### src/inc/dcsp_pkg.sv
// constants, field layout and state codes of the conversion and read-out block
// assumes one 50 MHz system clock; all pins arrive synchronous to it
package dcsp_pkg;
	// data layout of one result word: converter a above converter b
	localparam int RES_W = 12;
	localparam int WORD_W = 2 * RES_W;
	localparam int WORD_A_MSB = WORD_W - 1;
	localparam int WORD_B_MSB = RES_W - 1;
	localparam int FIFO_DEPTH = 8;

	// configuration word shifted in during a read frame
	localparam int CFG_W = 16;
	localparam logic [CFG_W-1:0] CFG_RESET = 16'h0000;

	// conversion length in external clock periods, from the fastest clock
	localparam int CONV_TIME_PS = 406250;
	localparam int EXT_PERIOD_MIN_PS = 31250;
	localparam int CONV_EXT_CYCLES = (CONV_TIME_PS + EXT_PERIOD_MIN_PS - 1) / EXT_PERIOD_MIN_PS;

	// strobe setup before an external rise, as system clock cycles
	localparam int SYS_PERIOD_NS = 20;
	localparam int STROBE_SETUP_NS = 10;
	localparam int STROBE_HOLD_NS = 5;
	localparam int STROBE_SETUP_RAW = (STROBE_SETUP_NS + SYS_PERIOD_NS - 1) / SYS_PERIOD_NS;
	localparam int STROBE_SETUP_CYC = (STROBE_SETUP_RAW < 1) ? 1 : STROBE_SETUP_RAW;

	// counter widths and sized limits
	localparam int CNT_W = 5;
	localparam logic [CNT_W-1:0] CONV_LAST = CNT_W'(CONV_EXT_CYCLES - 1);
	localparam logic [CNT_W-1:0] SETUP_CNT = CNT_W'(STROBE_SETUP_CYC - 1); // detection edge counts as one
	localparam logic [CNT_W-1:0] BITS_DUAL = CNT_W'(RES_W);
	localparam logic [CNT_W-1:0] BITS_SINGLE = CNT_W'(WORD_W);
	localparam logic [CNT_W-1:0] CFG_LAST = CNT_W'(CFG_W - 1);

	typedef enum logic [3:0] {
		CV_IDLE = 4'b0001,
		CV_HOLD = 4'b0010,
		CV_CONV = 4'b0100,
		CV_PUSH = 4'b1000
	} dcsp_conv_state_t;
endpackage : dcsp_pkg

### src/inc/dcsp_stream_if.sv
// valid/ready word stream between the block's own modules
// assumes both ends share clk_sys
interface dcsp_stream_if #(parameter int W = 24);
	logic valid;
	logic ready;
	logic [W-1:0] data;
	modport src (output valid, output data, input ready);
	modport snk (input valid, input data, output ready);
endinterface : dcsp_stream_if

### src/design/dcsp_fifo.sv
// result buffer: flip-flop storage with honest full and empty
// assumes one clock; push and pop may happen in the same cycle
module dcsp_fifo #(
	parameter int W = 24,
	parameter int D = 8
) (
	input wire logic clk_sys,
	input wire logic rst_n,
	dcsp_stream_if.snk wr,
	dcsp_stream_if.src rd
);
	localparam int AW = (D > 1) ? $clog2(D) : 1;
	localparam logic [AW:0] FULL_CNT = (AW+1)'(D);
	localparam logic [AW-1:0] LAST_PTR = AW'(D - 1);

	logic [W-1:0] mem_ff [D];
	logic [AW-1:0] wr_ptr_ff;
	logic [AW-1:0] rd_ptr_ff;
	logic [AW:0] cnt_ff;
	wire push = wr.valid & wr.ready;
	wire pop = rd.valid & rd.ready;
	wire [AW-1:0] nxt_wr_ptr = (wr_ptr_ff == LAST_PTR) ? '0 : wr_ptr_ff + 1'b1;
	wire [AW-1:0] nxt_rd_ptr = (rd_ptr_ff == LAST_PTR) ? '0 : rd_ptr_ff + 1'b1;

	// full refuses the writer, which stalls the converter
	assign wr.ready = (cnt_ff != FULL_CNT);
	assign rd.valid = (cnt_ff != '0);
	assign rd.data = mem_ff[rd_ptr_ff];

	// storage needs no reset, the count guards it
	always_ff @(posedge clk_sys) begin
		if (push) begin
			mem_ff[wr_ptr_ff] <= wr.data;
		end
	end

	// pointers and fill level
	always_ff @(posedge clk_sys or negedge rst_n) begin
		if (!rst_n) begin
			wr_ptr_ff <= '0;
			rd_ptr_ff <= '0;
			cnt_ff <= '0;
		end else begin
			if (push) wr_ptr_ff <= nxt_wr_ptr;
			if (pop) rd_ptr_ff <= nxt_rd_ptr;
			if (push && !pop) cnt_ff <= cnt_ff + 1'b1;
			else if (pop && !push) cnt_ff <= cnt_ff - 1'b1;
		end
	end
endmodule : dcsp_fifo

### src/design/dcsp_shifter.sv
// serial read-out: one word per frame, one or two lanes
// assumes edge pulses of the external clock arrive as one-cycle enables
module dcsp_shifter
	import dcsp_pkg::*;
(
	input wire logic clk_sys,
	input wire logic rst_n,
	input wire logic ext_rise,
	input wire logic cs_n,
	input wire logic frame_start,
	input wire logic lane_dual,
	dcsp_stream_if.snk src,
	output logic sdo_a_ff,
	output logic sdo_b_ff,
	output logic frame_live_ff
);
	logic [WORD_W-1:0] shreg_ff;
	logic [CNT_W-1:0] bits_left_ff;
	logic active_ff;
	logic shown_ff;
	logic dual_ff;

	// an empty buffer still gives a frame, of zeros
	wire take = frame_start & ~active_ff;
	wire [WORD_W-1:0] load_word = src.valid ? src.data : '0;
	assign src.ready = take;

	// dual lanes shift each half on its own
	wire [RES_W-1:0] half_a = shreg_ff[WORD_A_MSB -: RES_W];
	wire [RES_W-1:0] half_b = shreg_ff[WORD_B_MSB -: RES_W];
	wire [WORD_W-1:0] shift_dual = {half_a[RES_W-2:0], 1'b0, half_b[RES_W-2:0], 1'b0};
	wire [WORD_W-1:0] shift_single = {shreg_ff[WORD_W-2:0], 1'b0};
	wire [WORD_W-1:0] nxt_shreg = dual_ff ? shift_dual : shift_single;
	wire last_bit = (bits_left_ff == 5'h01);
	wire step = active_ff & ext_rise;

	// bits change on a rise so they are settled at the fall
	always_ff @(posedge clk_sys or negedge rst_n) begin
		if (!rst_n) begin
			shreg_ff <= '0;
			bits_left_ff <= '0;
			active_ff <= 1'b0;
			shown_ff <= 1'b0;
			dual_ff <= 1'b0;
			sdo_a_ff <= 1'b0;
			sdo_b_ff <= 1'b0;
			frame_live_ff <= 1'b0;
		end else if (take) begin
			shreg_ff <= load_word;
			dual_ff <= lane_dual;
			bits_left_ff <= lane_dual ? BITS_DUAL : BITS_SINGLE;
			active_ff <= 1'b1;
			shown_ff <= 1'b0;
		end else if (active_ff && cs_n) begin
			// deselect abandons the frame
			active_ff <= 1'b0;
			frame_live_ff <= 1'b0;
			sdo_a_ff <= 1'b0;
			sdo_b_ff <= 1'b0;
		end else if (step && !shown_ff) begin
			shown_ff <= 1'b1;
			frame_live_ff <= 1'b1;
			sdo_a_ff <= shreg_ff[WORD_A_MSB];
			sdo_b_ff <= dual_ff & shreg_ff[WORD_B_MSB];
		end else if (step && last_bit) begin
			active_ff <= 1'b0;
			frame_live_ff <= 1'b0;
			sdo_a_ff <= 1'b0;
			sdo_b_ff <= 1'b0;
		end else if (step) begin
			shreg_ff <= nxt_shreg;
			bits_left_ff <= bits_left_ff - 1'b1;
			sdo_a_ff <= nxt_shreg[WORD_A_MSB];
			sdo_b_ff <= dual_ff & nxt_shreg[WORD_B_MSB];
		end
	end
endmodule : dcsp_shifter

### src/design/dcsp_top.sv
// conversion control and serial port of a dual sampling converter
// assumes every pin, the external clock among them, is sampled by clk_sys
// and that the external clock is well below half the system rate
module dcsp_top
	import dcsp_pkg::*;
(
	input wire logic clk_sys,
	input wire logic rst_n,
	input wire logic ext_clk,
	input wire logic convert_start_strobe,
	input wire logic cs_n,
	input wire logic read_sync,
	input wire logic config_serial_in,
	input wire logic input_channel_select,
	input wire logic output_lane_select,
	input wire logic [RES_W-1:0] conv_a_result,
	input wire logic [RES_W-1:0] conv_b_result,
	output logic sample_hold,
	output logic busy,
	output logic channel_pair,
	output logic serial_out_conv_a,
	output logic serial_out_conv_b,
	output logic serial_out_oe_n,
	output logic [CFG_W-1:0] config_word
);
	// pin samples and previous values for edge finding
	logic ext_ff;
	logic ext_prev_ff;
	logic strobe_ff;
	logic strobe_prev_ff;
	logic cs_n_ff;
	logic rd_ff;
	logic cfg_in_ff;
	logic chan_ff;
	logic lane_ff;

	// conversion sequencer
	dcsp_conv_state_t state_ff;
	dcsp_conv_state_t nxt_state;
	logic [CNT_W-1:0] since_ff;
	logic [CNT_W-1:0] conv_cnt_ff;
	logic hold_ff;
	logic busy_ff;
	logic channel_ff;

	// configuration capture
	logic [CFG_W-1:0] cfg_shreg_ff;
	logic [CNT_W-1:0] cfg_cnt_ff;
	logic [CFG_W-1:0] config_ff;
	logic oe_n_ff;

	// read-out wiring
	logic frame_live;
	logic sdo_a;
	logic sdo_b;

	dcsp_stream_if #(.W(WORD_W)) res_in ();
	dcsp_stream_if #(.W(WORD_W)) res_out ();

	// one register stage on every pin but the two result buses; inputs are already synchronous
	always_ff @(posedge clk_sys or negedge rst_n) begin
		if (!rst_n) begin
			ext_ff <= 1'b0;
			ext_prev_ff <= 1'b0;
			strobe_ff <= 1'b0;
			strobe_prev_ff <= 1'b0;
			cs_n_ff <= 1'b1;
			rd_ff <= 1'b0;
			cfg_in_ff <= 1'b0;
			chan_ff <= 1'b0;
			lane_ff <= 1'b0;
		end else begin
			ext_ff <= ext_clk;
			ext_prev_ff <= ext_ff;
			strobe_ff <= convert_start_strobe;
			strobe_prev_ff <= strobe_ff;
			cs_n_ff <= cs_n;
			rd_ff <= read_sync;
			cfg_in_ff <= config_serial_in;
			chan_ff <= input_channel_select;
			lane_ff <= output_lane_select;
		end
	end

	// edge enables of the external clock and the strobe
	wire ext_rise = ext_ff & ~ext_prev_ff;
	wire ext_fall = ~ext_ff & ext_prev_ff;
	wire strobe_rise = strobe_ff & ~strobe_prev_ff;

	// a read pulse counts only at a fall while selected
	wire frame_start = ext_fall & rd_ff & ~cs_n_ff;

	// sequencer decode
	wire st_idle = (state_ff == CV_IDLE);
	wire st_hold = (state_ff == CV_HOLD);
	wire st_conv = (state_ff == CV_CONV);
	wire st_push = (state_ff == CV_PUSH);
	// a strobe seen too close to a rise waits for the next one
	wire setup_met = (since_ff >= SETUP_CNT);
	wire conv_go = st_hold & ext_rise & setup_met;
	wire conv_end = st_conv & ext_rise & (conv_cnt_ff == CONV_LAST);
	wire want_push = conv_end | st_push;
	wire pushed = want_push & res_in.ready;

	// result word toward the buffer
	assign res_in.valid = want_push;
	assign res_in.data = {conv_a_result, conv_b_result};

	// next state; strobes during a conversion are ignored
	always_comb begin
		nxt_state = state_ff;
		case (state_ff)
			CV_IDLE: begin
				if (strobe_rise) nxt_state = CV_HOLD;
			end
			CV_HOLD: begin
				if (conv_go) nxt_state = CV_CONV;
			end
			CV_CONV: begin
				// a full buffer stalls completion, so busy stays up
				if (conv_end) nxt_state = pushed ? CV_IDLE : CV_PUSH;
			end
			CV_PUSH: begin
				if (pushed) nxt_state = CV_IDLE;
			end
			default: begin
				nxt_state = CV_IDLE;
			end
		endcase
	end

	// state register
	always_ff @(posedge clk_sys or negedge rst_n) begin
		if (!rst_n) begin
			state_ff <= CV_IDLE;
		end else begin
			state_ff <= nxt_state;
		end
	end

	// cycles since hold, saturating so a slow clock cannot wrap it
	always_ff @(posedge clk_sys or negedge rst_n) begin
		if (!rst_n) begin
			since_ff <= '0;
		end else if (st_idle) begin
			since_ff <= '0;
		end else if (st_hold && since_ff != '1) begin
			since_ff <= since_ff + 1'b1;
		end
	end

	// conversion length in external clock rises
	always_ff @(posedge clk_sys or negedge rst_n) begin
		if (!rst_n) begin
			conv_cnt_ff <= '0;
		end else if (conv_go) begin
			conv_cnt_ff <= '0;
		end else if (st_conv && ext_rise && !conv_end) begin
			conv_cnt_ff <= conv_cnt_ff + 1'b1;
		end
	end

	// hold and busy rise with the strobe, fall once the word is stored
	always_ff @(posedge clk_sys or negedge rst_n) begin
		if (!rst_n) begin
			hold_ff <= 1'b0;
			busy_ff <= 1'b0;
		end else if (st_idle && strobe_rise) begin
			hold_ff <= 1'b1;
			busy_ff <= 1'b1;
		end else if (pushed) begin
			hold_ff <= 1'b0;
			busy_ff <= 1'b0;
		end
	end

	// channel pair is frozen for the whole conversion
	always_ff @(posedge clk_sys or negedge rst_n) begin
		if (!rst_n) begin
			channel_ff <= 1'b0;
		end else if (st_idle && strobe_rise) begin
			channel_ff <= chan_ff;
		end
	end

	// config bits enter at the same falls the host reads on
	always_ff @(posedge clk_sys or negedge rst_n) begin
		if (!rst_n) begin
			cfg_shreg_ff <= '0;
			cfg_cnt_ff <= '0;
		end else if (frame_start) begin
			cfg_cnt_ff <= '0;
		end else if (ext_fall && frame_live && cfg_cnt_ff <= CFG_LAST) begin
			cfg_shreg_ff <= {cfg_shreg_ff[CFG_W-2:0], cfg_in_ff};
			cfg_cnt_ff <= cfg_cnt_ff + 1'b1;
		end
	end

	// only a complete word takes effect; otherwise the last complete word, or CFG_RESET after reset, stays
	wire cfg_done = ext_fall & frame_live & (cfg_cnt_ff == CFG_LAST);

	always_ff @(posedge clk_sys or negedge rst_n) begin
		if (!rst_n) begin
			config_ff <= CFG_RESET;
		end else if (cfg_done) begin
			config_ff <= {cfg_shreg_ff[CFG_W-2:0], cfg_in_ff};
		end
	end

	// pin driver enable follows select, low while driving
	always_ff @(posedge clk_sys or negedge rst_n) begin
		if (!rst_n) begin
			oe_n_ff <= 1'b1;
		end else begin
			oe_n_ff <= cs_n_ff;
		end
	end

	// result buffer between converter and serial port
	dcsp_fifo #(
		.W(WORD_W),
		.D(FIFO_DEPTH)
	) u_fifo (
		.clk_sys(clk_sys),
		.rst_n(rst_n),
		.wr(res_in),
		.rd(res_out)
	);

	// serial shifter; lane layout is taken at each frame start
	dcsp_shifter u_shift (
		.clk_sys(clk_sys),
		.rst_n(rst_n),
		.ext_rise(ext_rise),
		.cs_n(cs_n_ff),
		.frame_start(frame_start),
		.lane_dual(lane_ff),
		.src(res_out),
		.sdo_a_ff(sdo_a),
		.sdo_b_ff(sdo_b),
		.frame_live_ff(frame_live)
	);

	// all outputs leave straight from flip-flops
	assign sample_hold = hold_ff;
	assign busy = busy_ff;
	assign channel_pair = channel_ff;
	assign serial_out_conv_a = sdo_a;
	assign serial_out_conv_b = sdo_b;
	assign serial_out_oe_n = oe_n_ff;
	assign config_word = config_ff;
endmodule : dcsp_top

### config.mk
export PLATFORM = sky130hd
export DESIGN_NAME = dcsp_top
export DESIGN_NICKNAME = d
export VERILOG_FILES = /design/src/inc/dcsp_pkg.sv /design/src/inc/dcsp_stream_if.sv /design/src/design/dcsp_fifo.sv /design/src/design/dcsp_shifter.sv /design/src/design/dcsp_top.sv
export SDC_FILE = /design/constraint.sdc
export NUM_CORES = 1
export LEC_CHECK = 0
export ABC_CLOCK_PERIOD_IN_PS = 9400
export BUFFER_PORTS_ARGS = -buffer_cell sky130_fd_sc_hd__buf_2
export CAP_MARGIN = 20
export CORE_UTILIZATION = 65
export CTS_BUF_LIST = sky130_fd_sc_hd__clkbuf_4 sky130_fd_sc_hd__clkbuf_8
export CTS_CLUSTER_SIZE = 25
export DETAILED_ROUTE_END_ITERATION = 8
export PLACE_DENSITY = 0.84
export SLEW_MARGIN = 10
export SYNTH_ARGS = -nofsm -noshare
export SYNTH_HDL_FRONTEND = slang
export SYNTH_HIERARCHICAL = 1
export SYNTH_SLANG_ARGS = --single-unit
### constraint.sdc
create_clock -name clk_sys -period 9.4 [get_ports clk_sys]
set_input_delay 0.94 -clock clk_sys [delete_from_list [all_inputs] [get_ports clk_sys]]
set_output_delay 0.94 -clock clk_sys [all_outputs]
set_load 0.005 [all_outputs]
# Yosys cells after proc, flatten, opt, wreduce, memory -nomap -nowiden

Memories as Yosys holds them, arrays and structs flattened.
Index checks and enable logic that the tools add are counted.
Widths: inputs -> output; s select.

Memories: 1
Latch bits: 0
RAM bits: 192
Word-level logic and storage cells: 167
Flip-flop bits (word level): 107
Input bits: 33
Memory bits (read-only): 0

Div/mod/pow operators: 0
Reductions and logical operators: 33
Bitwise logic cells: 25
Mux-type cells: 50
$mul: 0
$add $sub $neg: 8
$lt $le $gt $ge: 2
Eq/ne operators: 19
Shifts and indexed selects: 0

Memories:

| name          | words | width | rd ports | clocked after memory_dff | write ports | line            | text |
|---|---|---|---|---|---|---|---|
| u_fifo.mem_ff | 8     | 24    | 1        | 0                        | 1           | dcsp_fifo.sv:16 | `logic [W-1:0] mem_ff [D];` |

Operators by type and width:

| cell                | number |
|---|---|
| $mux 24             | 6 |
| $mux 5              | 12 |
| $mux 4              | 7 |
| $mux 1              | 21 |
| $and 1x1->1         | 17 |
| $pmux 4 s4          | 1 |
| $add 5x1->5 const B | 3 |
| $reduce_bool 2->1   | 7 |
| $mux 13             | 1 |
| $logic_and 1x1->1   | 11 |
| $eq 5x4->1 const B  | 2 |
| $reduce_and 2->1    | 5 |
| $ne 2x2->1 const B  | 4 |
| $reduce_and 4->1    | 2 |
| $reduce_bool 4->1   | 2 |
| $not 1->1           | 7 |
| $add 3x1->3 const B | 2 |
| $eq 3x3->1 const B  | 2 |
| $mux 3              | 2 |
| $ne 2x1->1 const B  | 3 |
| $reduce_bool 3->1   | 2 |
| $eq 5x1->1 const B  | 1 |
| $ge 5x1->1 const B  | 1 |
| $le 5x4->1 const B  | 1 |
| 12 further kinds    | 15 |

# Logic depth before layout (Yosys ltp)

Gate-level depths: netlist (run 1).

Depth after elaboration: 10
Mapped depth: 13
Gate-level depth less buffers: 13

# Modules after synthesis

The synthesis (run 1) kept the hierarchy.

Modules (own cells, without submodules):

| module       | instances | sequential area each (µm²) | cells an instance | area an instance (µm²) |
|---|---|---|---|---|
| dcsp_fifo    | 1         | 6015.8                     | 344               | 8087.8 |
| dcsp_top     | 1         | 1430.1                     | 167               | 2378.5 |
| dcsp_shifter | 1         | 875.8                      | 181               | 1969.4 |

# Worst setup path before layout (run 1)

Ideal clock, no wire load.

Path type: register -> register
Start: reg conv_cnt_ff[0]
End: mem u_fifo.mem_ff[0][0], enable pin
Library setup time: 0.466 ns
Cell stages (with the launch flop): 8
Required time: 8.934 ns
Setup slack: 5.199 ns
Data arrival time: 3.736 ns
Cells stage by stage: dfrtp_1 -> inv_1 -> ha_1 -> and4b_1 -> a31oi_1 -> nor3_1 -> nand2_4 -> nor4_1

Word-level cells in the longest chain between the ends: 6

RTL lines:

| element                      | line                | text |
|---|---|---|
| start: declaration           | dcsp_top.sv:41      | `logic [CNT_W-1:0] conv_cnt_ff;` |
| start signal: assignment     | dcsp_top.sv:159     | `conv_cnt_ff <= conv_cnt_ff + 1'b1;` |
| $eq 5x4->1                   | dcsp_top.sv:101     | `wire conv_end = st_conv & ext_rise & (conv_cnt_ff == CONV_LAST);` |
| $and 1x1->1                  | dcsp_top.sv:101     |  |
| $or 1x1->1                   | dcsp_top.sv:102     | `wire want_push = conv_end \| st_push;` |
| named net res_in.valid       | dcsp_stream_if.sv:4 | `logic valid;` |
| $and 1x1->1                  | dcsp_fifo.sv:20     | `wire push = wr.valid & wr.ready;` |
| $mux 1                       | dcsp_fifo.sv:32     | `if (push) begin` |
| $mux 1 (implied by the code) | dcsp_fifo.sv:33     | `mem_ff[wr_ptr_ff] <= wr.data;` |
| end: declaration             | dcsp_fifo.sv:16     |  |

The timed path passes the listed nets, and every way through them passes these cells.

# Worst setup path after layout (run 1)

Start: reg cs_n_ff
End: reg u_fifo.cnt_ff[3]

Word-level cells in the longest chain between the ends: 7
Elaborated cells between the ends (all ways): 9

RTL lines:

| element                                            | line                | text |
|---|---|---|
| start: declaration                                 | dcsp_top.sv:31      | `logic cs_n_ff;` |
| start signal: assignment                           | dcsp_top.sv:77      | `cs_n_ff <= cs_n;` |
| $not 1->1 *                                        | dcsp_top.sv:91      | `wire frame_start = ext_fall & rd_ff & ~cs_n_ff;` |
| $and 1x1->1 *                                      | dcsp_top.sv:91      |  |
| $and 1x1->1 *                                      | dcsp_shifter.sv:24  | `wire take = frame_start & ~active_ff;` |
| named net res_out.ready                            | dcsp_stream_if.sv:5 | `logic ready;` |
| $and 1x1->1 *                                      | dcsp_fifo.sv:21     | `wire pop = rd.valid & rd.ready;` |
| $logic_not 1->1                                    | dcsp_fifo.sv:46     | `if (push && !pop) cnt_ff <= cnt_ff + 1'b1;` |
| $logic_and 1x1->1                                  | dcsp_fifo.sv:46     |  |
| $mux 4 / $reduce_bool 2->1 (equally long branches) | n/a                 |  |
| end signal: assignment                             | dcsp_fifo.sv:46     |  |
| end signal: assignment                             | dcsp_fifo.sv:47     | `else if (pop && !push) cnt_ff <= cnt_ff - 1'b1;` |
| end: declaration                                   | dcsp_fifo.sv:19     | `logic [AW:0] cnt_ff;` |

The timed path passes the listed nets; every way through them passes the cells marked *.
A chain may end at the register's enable or synchronous reset.

==> impl_metrics.py, run 1 <==
metrics = {
    "logic_synthesis": {
        "synthMuxAreaShare_pct": 19.6,
        "synth_adder_area_share_pct": 1.47,
        "synth_top_family_by_area": "multiplexers",
        "syn-cell-area_mm2": 0.0124,
        "synth_cell_type_count": 65,
        "synth-edff-count": 192,
        "async_flop_share_pct": 34.7,
        "syn_inst": 692,
        "synth_xor_area_share_pct": 0.563,
        "yosys.area_share.simple_pct": 5.62,
        "synth-main-ff-cell": "edfxtp_1",
        "synth-compound-area-share_pct": 3.15,
        "syn_nets": 739,
        "avgSynthCellArea_um2": 18.0,
        "ys_ff_latch": 294,
        "yosys_warnings": 6,
        "ys_seq_area_share_pct": 66.9,
    },
    "run": {
        "drv_cap": 0,
    },
    "worst_setup_path": {
        "r2r_cells": 10,
        "critical_path.max_fanout": 19,
        "cp.required_ns": 9.81,
        "path_cells": "and4bb_1 > nand2b_1 > inv_4 > o41ai_4 > ha_1 > inv_1 > ha_1 > or4_1 > o211ai_1 > o211ai_1",
        "timing.rr.end": "u_fifo/cnt_ff[3]$_DFFE_PN0P_",
        "r2r_start": "cs_n_ff$_DFF_PN1_",
        "end_kind": "flip-flop",
        "critPathLaunchType": "flip-flop",
        "cpMaxStageDelayCell": "and4bb_1",
        "critPathKind": "flip-flop to flip-flop",
        "regToRegSetupSlack_ns": 5.49,
        "slowest_delay_ns": 0.66,
        "cp.arrival_ns": 4.31,
    },
    "drt": {
        "drtIter0Drc": 312,
        "first_pass_iters": 4,
        "num_vias": 6398,
        "wl_per_cell_um": 21.2,
        "wirelength_mm": 22.0,
        "viasPerCell": 6.18,
        "antenna_left": 0,
        "drc_errors": 0,
    },
    "die": {
        "die_w_um": 140,
        "ios": 55,
        "dieHeight_um": 140,
        "core_mm2": 0.0187,
        "die_area_mm2": 0.0197,
        "start_util_pct": 66.5,
        "fp-row-count": 50,
    },
    "place": {
        "dp_hpwl_mm": 12.8,
        "gp_congestion": 0.789,
        "io_buffer_count": 54,
        "pre_cts_slack_ns": 5.53,
    },
    "final_layout": {
        "syn_to_final_growth_pct": 10.3,
        "multiInputGateArea_mm2": 0.00383,
        "final_common_cell": "edfxtp_1",
        "drive_above_1_share_pct": 28.9,
        "num_antenna_cells": 0,
        "regArea_mm2": 0.00832,
        "nFillCells": 1100,
        "layout_common_cells": "edfxtp_1, dfrtp_1, mux2_2",
        "fin_nets": 817,
    },
    "cts": {
        "path_clk_slew_ns": 0.06,
        "post_cts_resized": 0,
        "htreeDepth": 2,
        "clk_latency_ns": 0.54,
        "clk_path_buf_depth": 3,
        "root_buffer": "clkbuf_8",
        "clock-sinks": 294,
        "cts-hold-fix-buffers": 0,
        "post-cts-setup-buffer-count": 0,
        "tritoncts": "done",
        "cts_made_buffers": 44,
    },
    "pwr": {
        "ir_drop_mv": 0.142,
        "p_leak_nw": 5.33,
        "powerDensity_mw_per_mm2": 182,
    },
    "grt": {
        "grt_max_degree": 78,
        "track_usage_pct": 23.5,
        "grt_pass1_vias": 6769,
        "grt_pass1_wl_mm": 35.0,
        "antenna_found_initial": 0,
        "grt-ovfl-total": 0,
    },
    "sta": {
        "skew_ns": 0.0161,
        "max_freq_mhz": 256,
        "maxSlewViolCount": 0,
        "tightest_slew_ns": 1.03,
        "final.setup.tns_ns": 0,
        "finalSetupViolCount": 0,
        "max-slew-margin-rel_pct": 31.2,
        "finalHoldViolations": 0,
        "setup_ws_ns": 5.49,
        "rsz0062_at_grt": "false",
        "post-route-min-period_ns": 3.91,
        "period_share_pct": 41.6,
    },
    "status": {
        "outcome": "complete, no violations",
    },
    "min_path": {
        "hold_path.class": "input pin to async pin",
    },
}
critical path, delay by kind of cell (launching register included):
family / cells / cell delay (ns)
flip-flops: 1 / 0.40
adder cells (fa/ha/maj): 2 / 0.60
AO/OA/AOI/OAI: 3 / 0.41
buffers and inverters: 2 / 0.62
AND/OR/NAND/NOR: 3 / 1.75
how the worst max path moves through the flow:
stage	cells after the start	startpoint	to	slack, ns
floorplan	7	conv_cnt_ff[0]$_DFFE_PN0P_	u_fifo/mem_ff[0][0]$_DFFE_PP_	5.20
global placement	10	cs_n_ff$_DFF_PN1_	u_fifo/cnt_ff[3]$_DFFE_PN0P_	5.75
detailed placement	10	cs_n_ff$_DFF_PN1_	u_fifo/cnt_ff[3]$_DFFE_PN0P_	5.53
CTS	10	cs_n_ff$_DFF_PN1_	u_fifo/cnt_ff[3]$_DFFE_PN0P_	5.52
global route	10	ext_ff$_DFF_PN0_	u_fifo/cnt_ff[3]$_DFFE_PN0P_	5.23
finish	10	cs_n_ff$_DFF_PN1_	u_fifo/cnt_ff[3]$_DFFE_PN0P_	5.49
metal layers:
metal | share of wire, % | vias up | GRT usage [%]
met3 | 5.2 | 50 | 4.51
met4 | 2.7 | 0 | 9.25
met1 | 41 | 3271 | 29.9
met5 | 0 | - | 0
li1 | - | 2898 | -
met2 | 51 | 179 | 40.3
final cells by class:
type                    instances  share of cell area [%]
flip-flops and latches        294                    60.7
inverters                      25                   0.702
clock inverters                16                   0.547
well taps                     234                    2.13
clock buffers                  62                    5.53
multi-input cells             342                    27.9
repair buffers                 63                    2.48
Yosys cell counts, drive strengths merged, types with 2 or more instances:
library cell / count / share of area [%]
nand2: 25 / 0.81
a21oi: 16 / 0.64
and4b: 12 / 0.97
mux4: 48 / 10
clkbuf: 11 / 0.34
ha: 13 / 1.3
and3b: 3 / 0.21
dfstp: 3 / 0.63
nor4: 2 / 0.10
inv: 24 / 0.74
o21ai: 7 / 0.28
a21o: 2 / 0.12
mux2: 75 / 7.3
buf: 20 / 1.5
nor2b: 4 / 0.20
xor2: 4 / 0.28
a32o: 2 / 0.16
nand2b: 7 / 0.41
a31oi: 4 / 0.20
xnor2: 4 / 0.28
nand3b: 2 / 0.12
nand4: 4 / 0.20
a211oi: 2 / 0.12
a31o: 2 / 0.14
dfrtp: 99 / 20
edfxtp: 192 / 46
or4: 2 / 0.12
o211ai: 7 / 0.42
or3: 2 / 0.10
nand3: 8 / 0.32
and4bb: 2 / 0.20
mux2i: 28 / 2.3
nor3: 11 / 0.48
nor2: 23 / 0.69
and3: 6 / 0.31
logic make-up after synthesis:
family | Yosys count
flip-flops | 294
multiplexers | 151
AND/OR/NAND/NOR | 118
buffers and inverters | 56
AO/OA/AOI/OAI | 51
adder cells (fa/ha/maj) | 14
XOR/XNOR | 8
where the power goes:
| group | leakage, nW | total (mW) | switching, mW | internal [mW] |
|---|---|---|---|---|
| clock | 0.445 | 0.972 | 0.451 | 0.521 |
| combinational | 1.79 | 0.0911 | 0.0515 | 0.0395 |
| sequential | 3.09 | 1.43 | 0.0251 | 1.41 |
metrics by stage:
stage | cell area [µm²] | hold slack (ns) | total power, mW | std cells | utilization, %
floorplan | 12400 | 0.346 | 1.51 | 692 | -
global placement | 12900 | 0.361 | 1.54 | 958 | 68.9
detailed placement | 12900 | 0.361 | 1.55 | 958 | 68.9
CTS | 13700 | 0.287 | 2.53 | 1036 | 73.4
global route | 13700 | 0.306 | 2.59 | 1036 | 73.4
finish | 13700 | 0.308 | 2.50 | 1036 | 73.4
state kept, by name, summed over array words and instances (netlist names), 3 cells and up:
name,cells
u_shift/shreg_ff,24
u_fifo/wr_ptr_ff,3
u_fifo/mem_ff,192
conv_cnt_ff,5
cfg_cnt_ff,5
cfg_shreg_ff,15
u_shift/bits_left_ff,5
u_fifo/rd_ptr_ff,3
config_word,16
state_ff,4
u_fifo/cnt_ff,4
No activity file was read; power rests on OpenSTA's default activity.
==> inputs of run 2 (changes only) <==
--- a/config.mk
+++ b/config.mk
@@ -5,14 +5,14 @@
 export SDC_FILE = /design/constraint.sdc
 export NUM_CORES = 1
 export LEC_CHECK = 0
-export ABC_CLOCK_PERIOD_IN_PS = 9400
+export ABC_CLOCK_PERIOD_IN_PS = 3500
 export BUFFER_PORTS_ARGS = -buffer_cell sky130_fd_sc_hd__buf_2
 export CAP_MARGIN = 20
-export CORE_UTILIZATION = 65
+export CORE_UTILIZATION = 58
 export CTS_BUF_LIST = sky130_fd_sc_hd__clkbuf_4 sky130_fd_sc_hd__clkbuf_8
 export CTS_CLUSTER_SIZE = 25
 export DETAILED_ROUTE_END_ITERATION = 8
-export PLACE_DENSITY = 0.84
+export PLACE_DENSITY = 0.79
 export SLEW_MARGIN = 10
 export SYNTH_ARGS = -nofsm -noshare
 export SYNTH_HDL_FRONTEND = slang
==> constraint.sdc (replaced) <==
create_clock -name clk_sys -period 3.5 [get_ports clk_sys]
set_input_delay 0.35 -clock clk_sys [delete_from_list [all_inputs] [get_ports clk_sys]]
set_output_delay 0.35 -clock clk_sys [all_outputs]
set_load 0.005 [all_outputs]
==> run 2 against run 1 <==
  * Register-to-register slack worse by 5.2 ns
  * Clock skew up 0.017 ns
  * Power increased to 2.9 times the previous value
  * Largest cell class unchanged
==> impl_metrics.py, run 2 (synthesis gave the netlist of run 1 again) <==
metrics = {
    "cts": {
        "cts_made_buffers": 48,
        "post-cts-setup-buffer-count": 0,
        "tritoncts": "done",
        "clk_latency_ns": 0.57,
        "path_clk_slew_ns": 0.07,
        "clk_path_buf_depth": 3,
        "htreeDepth": 2,
        "clock-sinks": 294,
        "root_buffer": "clkbuf_8",
    },
    "sta": {
        "finalSetupViolCount": 0,
        "skew_ns": 0.0331,
        "max_freq_mhz": 311,
        "maxSlewViolCount": 0,
        "post-route-min-period_ns": 3.21,
        "max-slew-margin-rel_pct": 38.9,
        "finalHoldViolations": 0,
        "hold_ws_ns": 0.0370,
        "rsz0062_at_grt": "false",
        "period_share_pct": 91.8,
        "tightest_slew_ns": 0.914,
    },
    "drt": {
        "wirelength_mm": 22.7,
        "antenna_left": 0,
        "viasPerCell": 5.92,
        "drtIter0Drc": 366,
        "drc_errors": 0,
        "num_vias": 6526,
        "wl_per_cell_um": 20.5,
        "first_pass_iters": 5,
    },
    "grt": {
        "grt_max_degree": 83,
        "grt_pass1_vias": 6767,
        "antenna_found_initial": 0,
        "track_usage_pct": 21.5,
        "grt-ovfl-total": 0,
        "grt_pass1_wl_mm": 35.6,
    },
    "die": {
        "dieHeight_um": 148,
        "ios": 55,
        "core_mm2": 0.0210,
        "die_w_um": 148,
        "start_util_pct": 59.2,
        "fp-row-count": 53,
        "die_area_mm2": 0.0220,
    },
    "final_layout": {
        "final_common_cell": "edfxtp_1",
        "largest_register": "u_fifo/mem_ff",
        "syn_to_final_growth_pct": 13.7,
        "nFillCells": 1372,
        "largest_reg_flops": 192,
        "drive_above_1_share_pct": 30.8,
        "fin_nets": 838,
        "layout_common_cells": "edfxtp_1, dfrtp_1, mux2_2",
        "layout.cells.non_filler": 1103,
    },
    "place": {
        "dp_hpwl_mm": 13.1,
        "placed_cells": 1007,
        "io_buffer_count": 54,
        "gp_congestion": 0.846,
    },
    "min_path": {
        "hold_path.class": "input pin to flip-flop",
    },
    "pwr": {
        "powerDensity_mw_per_mm2": 504,
        "ir_drop_mv": 0.495,
        "p_leak_nw": 5.50,
    },
    "run": {
        "drv_cap": 0,
    },
    "worst_setup_path": {
        "critPathLaunchType": "flip-flop",
        "end_kind": "flip-flop",
        "critPathKind": "flip-flop to flip-flop",
        "critPathTopFamily": "simple AND/OR/NAND/NOR gates",
        "cp_num_buf_inv": 3,
        "cp.arrival_ns": 3.64,
        "critical_path.max_fanout": 15,
        "cp.required_ns": 3.92,
        "cpMaxStageDelayCell": "or4_1",
        "slowest_delay_ns": 0.52,
        "path_cells": "nand2b_1 > clkinv_1 > a31oi_1 > nor3_2 > nand2_4 > inv_1 > ha_1 > inv_1 > ha_1 > or4_1 > o211ai_1 > o211ai_1",
    },
    "status": {
        "outcome": "complete, no violations",
    },
}
==> run 2: metrics by stage <==
| step | worst slack [ns] | utilization, % | area, µm² | TNS [ns] | power (mW) |
|---|---|---|---|---|---|
| 4_1_cts | 0.228 | 67.1 | 14100 | 0 | 7.20 |
| 6_report | 0.286 | 67.2 | 14100 | 0 | 7.12 |
| 3_3_place_gp | 0.384 | 61.9 | 13000 | 0 | 4.14 |
| 5_1_grt | 0.0600 | 67.2 | 14100 | 0 | 7.40 |
| 2_1_floorplan | -0.0806 | - | 12400 | -5.80 | 4.05 |
| 3_5_place_dp | 0.244 | 61.9 | 13000 | 0 | 4.17 |
==> run 2: routing by layer <==
| layer | vias to the layer above | global-route usage (%) | share of wire [%] |
|---|---|---|---|
| li1 | 2941 | - | - |
| met1 | 3353 | 28.0 | 43 |
| met2 | 184 | 35.4 | 49 |
| met3 | 48 | 4.82 | 5.5 |
| met4 | 0 | 8.14 | 2.2 |
| met5 | - | 0 | 0 |
==> run 2: cell type report <==
type | instances | area, µm² | area share, %
Clock inverter | 13 | 103 | 0.726
Tap cell | 275 | 344 | 2.43
Inverter | 25 | 96.3 | 0.682
Multi-Input combinational cell | 342 | 3840 | 27.2
Clock buffer | 73 | 905 | 6.40
Timing Repair Buffer | 80 | 520 | 3.68
Sequential cell | 294 | 8320 | 58.9
Antenna cell | 1 | 2.50 | 0.0177
==> run 2: what timing repair did <==
item                                   4_1_cts  5_1_grt
gates resized for setup                      0        1
endpoints found under the hold margin       85        0
hold buffers                                 8        0
setup endpoints to repair                    0        1
==> run 2: final timing paths <==
path                       depth (start not counted)                 from  slack, ns                             endpoint
setup / recovery                                  12     ext_ff$_DFF_PN0_       0.29         u_fifo/cnt_ff[3]$_DFFE_PN0P_
hold / removal                                     1     conv_a_result[5]       0.04       u_fifo/mem_ff[7][17]$_DFFE_PP_
setup reg to reg                                  12     ext_ff$_DFF_PN0_       0.29         u_fifo/cnt_ff[3]$_DFFE_PN0P_
hold reg to reg                                    0  strobe_ff$_DFF_PN0_       0.37             strobe_prev_ff$_DFF_PN0_
max in group asynchronous                          3                rst_n       2.55  u_shift/bits_left_ff[0]$_DFFE_PN0P_
min in group asynchronous                          2                rst_n       0.28           conv_cnt_ff[2]$_DFFE_PN0P_
==> run 2: report_power, final <==
part           internal, mW  switching, mW
logic                 0.116          0.143
registers              3.78         0.0669
clock network          1.73           1.29
total                  5.62           1.50
